[config.mk]
export PLATFORM = sky130hd
export DESIGN_NAME = hwd_watchdog
export DESIGN_NICKNAME = d
export VERILOG_FILES = /design/src/core/hwd_watchdog.v /design/src/core/hwd_key_seq.v /design/src/core/hwd_reset_pulse.v
export VERILOG_INCLUDE_DIRS = /design/src /design/src/core
export SDC_FILE = /design/constraint.sdc
export NUM_CORES = 1
export LEC_CHECK = 0
export ABC_AREA = 1
export ABC_CLOCK_PERIOD_IN_PS = 1640
export BUFFER_PORTS_ARGS = -buffer_cell sky130_fd_sc_hd__buf_2
export CAP_MARGIN = 20
export CORE_MARGIN = 4
export CORE_UTILIZATION = 45
export DETAILED_ROUTE_END_ITERATION = 7
export PLACE_DENSITY = 0.77
export REMOVE_ABC_BUFFERS = 1
export SLEW_MARGIN = 20
export SYNTH_ARGS = -nofsm -noshare
export SYNTH_HDL_FRONTEND = slang
export SYNTH_SLANG_ARGS = --single-unit
[constraint.sdc]
create_clock -name CLK_IN -period 1.64 [get_ports CLK_IN]
set_input_delay 0.328 -clock CLK_IN [delete_from_list [all_inputs] [get_ports CLK_IN]]
set_output_delay 0.328 -clock CLK_IN [all_outputs]
set_load 0.01 [all_outputs]
[src/core/hwd_map.vh]
// Purpose: constants for the hardware watchdog block
// Assumes: byte-wide special-function registers on an AXI4-Lite word bus
// Notes:   registers are byte-indexed, one per word, so byte address = 4 x index
`ifndef HWD_MAP_VH
`define HWD_MAP_VH

// --------------------------------------------------------------
// register indices and byte addresses
// --------------------------------------------------------------
`define HWD_IDX_RESTART_KEY    8'hA6
`define HWD_IDX_TIMEOUT_SEL    8'hA7
`define HWD_IDX_STATUS         8'hA8
`define HWD_ADDR_RESTART_KEY   12'h0298
`define HWD_ADDR_TIMEOUT_SEL   12'h029C
`define HWD_ADDR_STATUS        12'h02A0
`define HWD_ADDR_W             12

// --------------------------------------------------------------
// keys, fields, reset values
// --------------------------------------------------------------
`define HWD_KEY_FIRST          8'h1E
`define HWD_KEY_SECOND         8'hE1
`define HWD_SEL_LSB            0
`define HWD_SEL_MSB            2
`define HWD_SEL_RESET          3'h0
`define HWD_STAT_ENABLED_BIT   0
`define HWD_STAT_ARMED_BIT     1
`define HWD_BASE_BITS          14
`define HWD_PRE_BITS           7
`define HWD_CNT_W              21
`define HWD_CNT_ZERO           21'h00_0000

// --------------------------------------------------------------
// timing
// --------------------------------------------------------------
`define HWD_CLKS_PER_MCYCLE    12
`define HWD_MCYC_W             4
`define HWD_PULSE_OSC_PERIODS  7'h60
`define HWD_PULSE_W            7
`define HWD_RESP_OKAY          2'b00
`define HWD_RESP_SLVERR        2'b10

`endif

[src/core/hwd_watchdog.v]
// Purpose: hardware watchdog with key restart and selectable timeout
// Assumes: CLK_IN is the oscillator; a machine cycle is 12 clocks
// Notes:   registers reached over AXI4-Lite, byte data in bits 7:0
`timescale 1ns/1ps
`include "hwd_map.vh"

module hwd_watchdog (
    // clock and reset
    input  wire        CLK_IN,
    input  wire        SYS_RST_IN,
    // power state
    input  wire        POWERDOWN_REQUEST_IN,
    input  wire        WAKE_PIN_N_IN,
    // reset pin and oscillator drive
    output reg         RST_PIN_OUT,
    output reg         OSC_RUN_OUT,
    // axi write address
    input  wire [11:0] S_AXI_AWADDR,
    input  wire        S_AXI_AWVALID,
    output reg         S_AXI_AWREADY,
    // axi write data
    input  wire [31:0] S_AXI_WDATA,
    input  wire [3:0]  S_AXI_WSTRB,
    input  wire        S_AXI_WVALID,
    output reg         S_AXI_WREADY,
    // axi write response
    output reg  [1:0]  S_AXI_BRESP,
    output reg         S_AXI_BVALID,
    input  wire        S_AXI_BREADY,
    // axi read address
    input  wire [11:0] S_AXI_ARADDR,
    input  wire        S_AXI_ARVALID,
    output reg         S_AXI_ARREADY,
    // axi read data
    output reg  [31:0] S_AXI_RDATA,
    output reg  [1:0]  S_AXI_RRESP,
    output reg         S_AXI_RVALID,
    input  wire        S_AXI_RREADY
);
    // --------------------------------------------------------------
    // state
    // --------------------------------------------------------------
    localparam PW_RUN   = 2'd0;
    localparam PW_DOWN  = 2'd1;
    localparam PW_WAKE  = 2'd2;

    reg [1:0]              pw_state_r;
    reg [1:0]              pw_state_nxt;
    reg                    enabled_r;
    reg [`HWD_CNT_W-1:0]   watchdog_counter_r;
    reg [`HWD_MCYC_W-1:0]  mcyc_r;
    reg [2:0]              timeout_sel_r;
    reg [`HWD_CNT_W-1:0]   limit;
    reg                    overflow_r;
    reg [`HWD_ADDR_W-1:0]  aw_addr_r;
    reg                    aw_have_r;
    reg [7:0]              w_byte_r;
    reg                    w_lane0_r;
    reg                    w_have_r;
    reg                    key_wr;
    reg                    sel_wr;
    reg                    wr_hit;

    wire                   key_ok;
    wire                   key_armed;
    wire                   pulse;
    wire                   osc_running;
    wire                   mcyc_tick;
    wire                   int_rst;

    assign int_rst     = SYS_RST_IN || overflow_r;
    assign osc_running = (pw_state_r == PW_RUN);
    assign mcyc_tick   = osc_running && (mcyc_r == `HWD_CLKS_PER_MCYCLE - 1);

    // --------------------------------------------------------------
    // power-down tracking
    // --------------------------------------------------------------
    always @* begin
        pw_state_nxt = pw_state_r;
        case (pw_state_r)
            PW_RUN: begin
                if (POWERDOWN_REQUEST_IN)
                    pw_state_nxt = PW_DOWN;
            end
            PW_DOWN: begin
                if (!WAKE_PIN_N_IN)
                    pw_state_nxt = PW_WAKE;
            end
            PW_WAKE: begin
                // oscillator restarted, count held until pin release
                if (WAKE_PIN_N_IN)
                    pw_state_nxt = PW_RUN;
            end
            default: pw_state_nxt = PW_RUN;
        endcase
    end

    always @(posedge CLK_IN) begin
        if (SYS_RST_IN) begin
            pw_state_r  <= PW_RUN;
            OSC_RUN_OUT <= 1'b1;
        end else begin
            pw_state_r  <= pw_state_nxt;
            OSC_RUN_OUT <= (pw_state_nxt != PW_DOWN);
        end
    end

    // --------------------------------------------------------------
    // timeout limit
    // --------------------------------------------------------------
    always @* begin
        limit = {`HWD_CNT_W{1'b0}};
        limit[`HWD_BASE_BITS-1:0] = {`HWD_BASE_BITS{1'b1}};
        case (timeout_sel_r)
            3'd1: limit[14]    = 1'b1;
            3'd2: limit[15:14] = 2'b11;
            3'd3: limit[16:14] = 3'b111;
            3'd4: limit[17:14] = 4'hF;
            3'd5: limit[18:14] = 5'h1F;
            3'd6: limit[19:14] = 6'h3F;
            3'd7: limit[20:14] = 7'h7F;
            default: limit[20:14] = 7'h00;
        endcase
    end

    // --------------------------------------------------------------
    // counter
    // --------------------------------------------------------------
    always @(posedge CLK_IN) begin
        if (int_rst) begin
            enabled_r          <= 1'b0;
            watchdog_counter_r <= `HWD_CNT_ZERO;
            mcyc_r             <= {`HWD_MCYC_W{1'b0}};
            overflow_r         <= 1'b0;
        end else begin
            if (osc_running)
                mcyc_r <= mcyc_tick ? {`HWD_MCYC_W{1'b0}} : mcyc_r + 1'b1;
            if (key_ok) begin
                enabled_r          <= 1'b1;
                watchdog_counter_r <= `HWD_CNT_ZERO;
            end else if (enabled_r && mcyc_tick) begin
                if (watchdog_counter_r == limit)
                    overflow_r <= 1'b1;
                else
                    watchdog_counter_r <= watchdog_counter_r + 1'b1;
            end
        end
    end

    always @(posedge CLK_IN) begin
        if (SYS_RST_IN)
            RST_PIN_OUT <= 1'b0;
        else
            RST_PIN_OUT <= pulse;
    end

    // --------------------------------------------------------------
    // bus write side
    // --------------------------------------------------------------
    always @* begin
        wr_hit = aw_have_r && w_have_r && !S_AXI_BVALID;
        key_wr = wr_hit && w_lane0_r && aw_addr_r == `HWD_ADDR_RESTART_KEY;
        sel_wr = wr_hit && w_lane0_r && aw_addr_r == `HWD_ADDR_TIMEOUT_SEL;
    end

    always @(posedge CLK_IN) begin
        if (int_rst) begin
            aw_have_r     <= 1'b0;
            w_have_r      <= 1'b0;
            aw_addr_r     <= {`HWD_ADDR_W{1'b0}};
            w_byte_r      <= 8'h00;
            w_lane0_r     <= 1'b0;
            S_AXI_AWREADY <= 1'b0;
            S_AXI_WREADY  <= 1'b0;
            S_AXI_BVALID  <= 1'b0;
            S_AXI_BRESP   <= `HWD_RESP_OKAY;
            timeout_sel_r <= `HWD_SEL_RESET;
        end else begin
            S_AXI_AWREADY <= 1'b0;
            S_AXI_WREADY  <= 1'b0;
            if (!aw_have_r && S_AXI_AWVALID && !S_AXI_AWREADY) begin
                S_AXI_AWREADY <= 1'b1;
            end
            if (S_AXI_AWVALID && S_AXI_AWREADY) begin
                aw_have_r <= 1'b1;
                aw_addr_r <= S_AXI_AWADDR;
            end
            if (!w_have_r && S_AXI_WVALID && !S_AXI_WREADY) begin
                S_AXI_WREADY <= 1'b1;
            end
            if (S_AXI_WVALID && S_AXI_WREADY) begin
                w_have_r  <= 1'b1;
                w_byte_r  <= S_AXI_WDATA[7:0];
                w_lane0_r <= S_AXI_WSTRB[0];
            end
            if (wr_hit) begin
                aw_have_r    <= 1'b0;
                w_have_r     <= 1'b0;
                S_AXI_BVALID <= 1'b1;
                S_AXI_BRESP  <= (aw_addr_r == `HWD_ADDR_RESTART_KEY ||
                                 aw_addr_r == `HWD_ADDR_TIMEOUT_SEL) ? `HWD_RESP_OKAY : `HWD_RESP_SLVERR;
            end
            if (S_AXI_BVALID && S_AXI_BREADY)
                S_AXI_BVALID <= 1'b0;
            // reserved upper bits never stored
            if (sel_wr)
                timeout_sel_r <= w_byte_r[`HWD_SEL_MSB:`HWD_SEL_LSB];
        end
    end

    // --------------------------------------------------------------
    // bus read side
    // --------------------------------------------------------------
    always @(posedge CLK_IN) begin
        if (int_rst) begin
            S_AXI_ARREADY <= 1'b0;
            S_AXI_RVALID  <= 1'b0;
            S_AXI_RDATA   <= 32'h0000_0000;
            S_AXI_RRESP   <= `HWD_RESP_OKAY;
        end else begin
            S_AXI_ARREADY <= 1'b0;
            if (S_AXI_ARVALID && !S_AXI_ARREADY && !S_AXI_RVALID)
                S_AXI_ARREADY <= 1'b1;
            // data only after the address handshake, never alongside it
            if (S_AXI_ARVALID && S_AXI_ARREADY) begin
                S_AXI_RDATA   <= 32'h0000_0000;
                S_AXI_RRESP   <= `HWD_RESP_OKAY;
                S_AXI_RVALID  <= 1'b1;
                case (S_AXI_ARADDR)
                    // key register reads zero: write-only
                    `HWD_ADDR_RESTART_KEY: S_AXI_RDATA <= 32'h0000_0000;
                    `HWD_ADDR_TIMEOUT_SEL: S_AXI_RDATA[2:0] <= timeout_sel_r;
                    `HWD_ADDR_STATUS: begin
                        S_AXI_RDATA[`HWD_STAT_ENABLED_BIT] <= enabled_r;
                        S_AXI_RDATA[`HWD_STAT_ARMED_BIT]   <= key_armed;
                    end
                    default: S_AXI_RRESP <= `HWD_RESP_SLVERR;
                endcase
            end
            if (S_AXI_RVALID && S_AXI_RREADY)
                S_AXI_RVALID <= 1'b0;
        end
    end

    // --------------------------------------------------------------
    // sub-blocks
    // --------------------------------------------------------------
    hwd_key_seq u_key (
        .clk_in     (CLK_IN),
        .rst_in     (int_rst),
        .wr_in      (key_wr),
        .data_in    (w_byte_r),
        .key_ok_out (key_ok),
        .armed_out  (key_armed)
    );

    // pulse counter is not cleared by its own overflow reset
    hwd_reset_pulse u_pulse (
        .clk_in    (CLK_IN),
        .rst_in    (SYS_RST_IN),
        .fire_in   (overflow_r),
        .pulse_out (pulse)
    );
endmodule // hwd_watchdog

[src/core/hwd_key_seq.v]
// Purpose: two-byte restart key sequence detector
// Assumes: wr_in is a one-cycle strobe with the written byte
// Notes:   any byte but the two keys abandons a half-finished sequence
`timescale 1ns/1ps
`include "hwd_map.vh"

module hwd_key_seq (
    // clock and reset
    input  wire       clk_in,
    input  wire       rst_in,
    // write strobe
    input  wire       wr_in,
    input  wire [7:0] data_in,
    // result
    output reg        key_ok_out,
    output reg        armed_out
);
    always @(posedge clk_in) begin
        if (rst_in) begin
            armed_out  <= 1'b0;
            key_ok_out <= 1'b0;
        end else begin
            key_ok_out <= 1'b0;
            if (wr_in) begin
                if (armed_out && data_in == `HWD_KEY_SECOND) begin
                    key_ok_out <= 1'b1;
                    armed_out  <= 1'b0;
                end else begin
                    // a repeated first key re-arms rather than abandons
                    armed_out <= (data_in == `HWD_KEY_FIRST);
                end
            end
        end
    end
endmodule // hwd_key_seq

[src/core/hwd_reset_pulse.v]
// Purpose: stretches one overflow into a fixed reset pulse
// Assumes: clock runs at oscillator rate
// Notes:   a new trigger during the pulse restarts nothing
`timescale 1ns/1ps
`include "hwd_map.vh"

module hwd_reset_pulse (
    // clock and reset
    input  wire clk_in,
    input  wire rst_in,
    // trigger
    input  wire fire_in,
    // pulse
    output reg  pulse_out
);
    reg [`HWD_PULSE_W-1:0] left_r;

    always @(posedge clk_in) begin
        if (rst_in) begin
            left_r    <= {`HWD_PULSE_W{1'b0}};
            pulse_out <= 1'b0;
        end else if (fire_in && left_r == {`HWD_PULSE_W{1'b0}}) begin
            left_r    <= `HWD_PULSE_OSC_PERIODS - 7'h01;
            pulse_out <= 1'b1;
        end else if (left_r != {`HWD_PULSE_W{1'b0}}) begin
            left_r    <= left_r - 1'b1;
            pulse_out <= 1'b1;
        end else begin
            pulse_out <= 1'b0;
        end
    end
endmodule // hwd_reset_pulse

-- Word-level counts from Yosys, hierarchy flattened
Index checks and enable logic that the tools add are counted.
- flip-flop bits (word level): 79
- input bits: 69
- add/sub/neg operators: 3
- eq/ne operators: 19
- multiplexer cells: 25
- bitwise gates (word level): 3
- reduce and logical (&&, ||, !) cells: 48
- operator list (cell ; number):
    == test 12 x 10 -> 1 bit (second input constant) ; 5
    adder 21 x 1 -> 21 bit (second input constant) ; 1
    == test 21 bit ; 1
    logical AND 1 bit ; 20
    2-to-1 mux 1 bit ; 15
    2-to-1 mux 7 bit ; 2
    OR reduction 2 bit ; 7
    == test 3 bit (second input constant) ; 4
    2-to-1 mux 2 bit ; 5
    == test 8 x 5 -> 1 bit (second input constant) ; 1
    == test 8 bit (second input constant) ; 1
    zero test 1 bit ; 7
    zero test 7 bit ; 1
    nonzero test 7 bit ; 1
    OR reduction 7 bit ; 1
    subtractor 7 x 1 -> 7 bit (second input constant) ; 1
    == test 3 x 2 -> 1 bit (second input constant) ; 2
    one-hot mux 2 bit (3 select lines) ; 1
    OR reduction 3 bit ; 2
    OR reduction 6 bit ; 1
    OR reduction 5 bit ; 1
    adder 4 x 1 -> 4 bit (second input constant) ; 1
    == test 4 bit (second input constant) ; 1
    2-to-1 mux 4 bit ; 1
    other kinds (12) ; 15

-- Longest topological paths before layout
- depth in word-level cells: 6
- depth in mapped cells: 12

-- Cells and area by module
A second synthesis with hierarchy kept.
- cells, all modules: 592
- area, all modules: 4023.9 sq um
- by module, submodules not included (module ; instances ; cells each ; area each (sq um) ; sequential area each (sq um)):
    hwd_watchdog ; 1 ; 508 ; 3448.3 ; 1341.3
    hwd_reset_pulse ; 1 ; 62 ; 440.4 ; 160.2
    hwd_key_seq ; 1 ; 22 ; 135.1 ; 40.0

-- Worst setup path after synthesis
OpenSTA, ideal clock, no wires.
- path type: reg-to-reg
- start point: register watchdog_counter_r[0]
- end point: register watchdog_counter_r[14]
- library setup time: 132 ps
- arrival time: 1436 ps
- slack: 71 ps
- stages on the path, launching flop included: 10
- buffers on the path: 1
- clock period less this slack: 1569 ps
- path through: dfxtp_1 ha_1 inv_2 nor2_2 nand3_1 nor2_1 nand3_2 buf_2 nand3_1 a21oi_1
- word-level cells in the longest chain between the ends: 3
- elaborated cells between the ends (all ways): 4
- classes of those cells: add/sub: 1; eq/ne: 1; bitwise: 1; reduce/logical: 1
- ends and longest elaborated chain (item ; RTL line ; RTL):
    from (decl) ; hwd_watchdog.v:50 ; reg [`HWD_CNT_W-1:0] watchdog_counter_r;
    from (signal assigned) ; hwd_watchdog.v:132 ; watchdog_counter_r <= `HWD_CNT_ZERO;
    from (signal assigned) ; hwd_watchdog.v:140 ; watchdog_counter_r <= `HWD_CNT_ZERO;
    from (signal assigned) ; hwd_watchdog.v:145 ; watchdog_counter_r <= watchdog_counter_r + 1'b1;
    branches (longest 3 deep; another with adder 21 x 1 -> 21 bit) ; -- ;
Several ways; the timed one is not identified.
A chain may end at the register's enable or synchronous reset.

-- Worst setup path after layout
- start point: register timeout_sel_r[2]
- end point: register watchdog_counter_r[6]
- word-level cells in the longest chain between the ends: 6
- elaborated cells between the ends (all ways): 23
- classes of those cells: eq/ne: 8; mux: 7; bitwise: 1; reduce/logical: 7
- ends and longest elaborated chain (item ; RTL line ; RTL):
    from (decl) ; hwd_watchdog.v:52 ; reg [2:0] timeout_sel_r;
    from (signal assigned) ; hwd_watchdog.v:177 ; timeout_sel_r <= `HWD_SEL_RESET;
    from (signal assigned) ; hwd_watchdog.v:207 ; timeout_sel_r <= w_byte_r[`HWD_SEL_MSB:`HWD_SEL_LSB];
    == test 3 bit, or another cell as far along ; hwd_watchdog.v:114 ; case (timeout_sel_r)
    OR reduction 7 bit (no line), or another cell as far along ; -- ;
    2-to-1 mux 1 bit ; hwd_watchdog.v:114 ;
    == test 21 bit * ; hwd_watchdog.v:142 ; if (watchdog_counter_r == limit)
    NOT 1 bit (no line) * ; -- ;
    AND reduction 2 bit (no line) * ; -- ;
Mark *: on every way between the ends. The rest lies on a longest branch, timed or not.

==> results.yml <==
outcome:
  outcome: "complete, no violations"
yosys:
  yosysUniqueCellTypes: 34
  syn_area_um2: 3930
  yosysSeqAreaShare: 0.392
  synthFlopType: "dfxtp_1"
  async_flop_share: 0
  synth_area_per_cell_um2: 6.88
  syn_inst: 571
  synth_edf_count: 0
  ys_warn_count: 0
  ys_seq_elements: 77
sta:
  drv_slew: 0
  finalCriticalPeriod_ns: 1.62
  max_freq_mhz: 616
  fin_setup_tns_ns: 0
  hold_viol: 0
  setup_viol: 0
  max-slew-margin-rel: 0.677
  tightestPinTransition_ns: 0.473
  fin_crit_sh: 0.990
  fin_worst_skew_ns: 0.00870
floorplan:
  start_util: 0.471
  num_rows: 33
  core_um2: 8340
  dieWidth_um: 101
  io_pins: 112
  die_area_um2: 10300
  fp.dieH_um: 101
layout:
  finalInstanceArea_um2: 4680
  synthToLayoutAreaGrowth_pct: 19.0
  final.fill_count: 772
  finalCoreUtilization: 0.561
  multiInputGateArea_um2: 2050
  layout.nets: 716
  diodes: 0
  drive_above_1_share: 0.196
  seqCellArea_um2: 1560
  fin_cells: 754
place:
  gp_routability_congestion: 0.895
  placed_area_um2: 4310
  numPortBuffers: 53
  post-place-cells: 736
  dp_hpwl_um: 6560
critical_path:
  r2r-end: "watchdog_counter_r[6]$_SDFFE_PP0P_"
  required_ns: 1.92
  worstPathArrival_ns: 1.90
  worstSetupPathType: "flip-flop to flip-flop"
  worst_setup_path_start_kind: "flip-flop"
  cp.buffers_inverters: 2
  crit_family: "simple AND/OR/NAND/NOR gates"
  worstPathMaxFanout: 10
  worst_path_max_delay_cell: "dfxtp_4"
  rr_worst_depth: 11
  crit_chain: "buf_4 > nand2_1 > nand2_1 > nor2_1 > nand2_1 > nor2_2 > nand3_2 > nand2_4 > clkbuf_16 > nand2_1 > a21oi_1"
  r2r-start: "timeout_sel_r[2]$_SDFFE_PP0P_"
  rrSetupSlack_ns: 0.02
  max_stage_delay_ns: 0.38
  cpMostUsedCell: "nand2_1"
  cp-end-kind: "flip-flop"
hold_path:
  worstHoldPathCells: 2
  min_from: "S_AXI_RREADY"
  hold_end: "S_AXI_RVALID$_SDFFE_PP0P_"
  min_path_type: "input port to flip-flop"
clock_network:
  clk_latency_ns: 0.35
  clockBufferDepth: 2
  ctsHtreeMaxLevel: 3
  cts_hold_buf: 0
  cts_made_buffers: 9
  cts_resized: 0
  cts_tree: "built"
  cts_sinks: 77
  cts_root_buffer: "clkbuf_8"
  clkTransAtPathRegs_ns: 0.08
  cts_setup_buffers: 0
global_route:
  grt_max_degree: 31
  track_usage: 0.172
  antenna_found_initial: 0
  globalRouteOverflowTotal: 0
  grt_pass1_vias: 3567
  grt_pass1_wl_um: 14600
power:
  leakagePower_nw: 1.97
  vdd_drop_max_mv: 0.555
  powerDensity_nw_per_um2: 935
routing:
  drt-pass1-iter-count: 4
  drc: 0
  ant_nets: 0
  wirelength_um: 9150
  num_vias: 3838
  vias_per_cell: 5.09
  first_iter_violations: 149
  wire_per_inst_um: 12.1
flow_run:
  drv_cap: 0
==> kinds of logic after synthesis <==
kind of cell,synth area share
and+or+nand+nor,0.317
buffers and inverters,0.135
AOI/OAI and AO/OA,0.109
DFF,0.392
xor gates and xnor gates,0.0357
adders and majority gates,0.00956
other,0.000954
==> layout make-up <==
type | count | area share
repair buffers | 80 | 0.110
clock inverters | 5 | 0.0179
clock buffers | 11 | 0.0281
inverters | 55 | 0.0441
multi-input cells | 421 | 0.439
well taps | 105 | 0.0281
flip-flops and latches | 77 | 0.333
==> metal layers <==
metal / global-route usage / part of all wire / wire length (µm) / up-vias
li1: - / - / - / 1934
met1: 0.199 / 0.42 / 3880 / 1765
met2: 0.312 / 0.50 / 4590 / 122
met3: 0.0324 / 0.058 / 534 / 17
met4: 0.0613 / 0.015 / 139 / 0
met5: 0 / 0 / 0 / -
==> through the flow <==
stage	total power [W]	hold slack (ns)	setup slack (ns)
after floorplan	0.00260	0.388	-0.502
after global placement	0.00275	0.400	0.123
after detailed placement	0.00279	0.402	0.0715
after CTS	0.00437	0.145	0.0428
after global routing	0.00457	0.156	-0.0783
final	0.00437	0.153	0.0156
==> placed cells by master, fill, tap and decap left out, types with 12 or more instances in the layout <==
cell	instances
nor2_1	83
dfxtp_1	69
nand2_1	111
nand3_1	48
buf_2	53
conb_1	31
buf_4	24
a21oi_1	42
xor2_1	12
inv_1	53
o21ai_0	27
nor3_1	15
==> sequential cells by signal (all words and copies together), names as in the netlist, 2 cells and up <==
| signal | count |
|---|---|
| aw_addr_r | 12 |
| S_AXI_RDATA | 3 |
| timeout_sel_r | 3 |
| watchdog_counter_r | 21 |
| pw_state_r | 2 |
| u_pulse.left_r | 7 |
| mcyc_r | 4 |
| w_byte_r | 8 |
==> synthesized netlist by cell type (2+ instances only) <==
library cell | count | area [µm²]
a211oi_1 | 4 | 30.0
a21oi_1 | 44 | 220
a31oi_1 | 2 | 12.5
buf_2 | 5 | 25.0
buf_4 | 31 | 233
buf_6 | 3 | 33.8
clkbuf_1 | 9 | 33.8
dfxtp_1 | 77 | 1540
ha_1 | 3 | 37.5
inv_1 | 54 | 203
nand2_1 | 112 | 420
nand3_1 | 49 | 245
nand4_1 | 8 | 50.1
nor2_1 | 92 | 345
nor3_1 | 15 | 75.1
nor4_1 | 3 | 18.8
o21ai_0 | 27 | 135
or2_2 | 3 | 18.8
xnor2_1 | 4 | 35.0
xor2_1 | 12 | 105
==> power by group <==
group          total (W)  internal (W)  switching, W  leakage, nW
Combinational   0.000689      0.000251      0.000437         1.23
Sequential       0.00209       0.00200     0.0000876        0.632
Clock            0.00159      0.000864      0.000727        0.100
Total            0.00437       0.00312       0.00125         1.97
==> worst max path at each step <==
stage | start | end | slack [ns] | cells after the start
2_1_floorplan | SYS_RST_IN | overflow_r$_SDFFE_PP0P_ | -0.50 | 5
3_3_place_gp | watchdog_counter_r[0]$_SDFFE_PP0P_ | watchdog_counter_r[15]$_SDFFE_PP0P_ | 0.12 | 10
3_5_place_dp | timeout_sel_r[2]$_SDFFE_PP0P_ | watchdog_counter_r[1]$_SDFFE_PP0P_ | 0.07 | 11
4_1_cts | timeout_sel_r[2]$_SDFFE_PP0P_ | watchdog_counter_r[1]$_SDFFE_PP0P_ | 0.04 | 11
5_1_grt | timeout_sel_r[2]$_SDFFE_PP0P_ | watchdog_counter_r[17]$_SDFFE_PP0P_ | -0.08 | 11
6_report | timeout_sel_r[2]$_SDFFE_PP0P_ | watchdog_counter_r[6]$_SDFFE_PP0P_ | 0.02 | 11
==> worst register-to-register path: stages, from the launching register on <==
cell       delay (ns)
dfxtp_4          0.38
buf_4            0.14
nand2_1          0.05
nand2_1          0.06
nor2_1           0.12
nand2_1          0.08
nor2_2           0.10
nand3_2          0.13
nand2_4          0.15
clkbuf_16        0.17
nand2_1          0.05
a21oi_1          0.12
No activity file was read; power rests on OpenSTA's default activity.
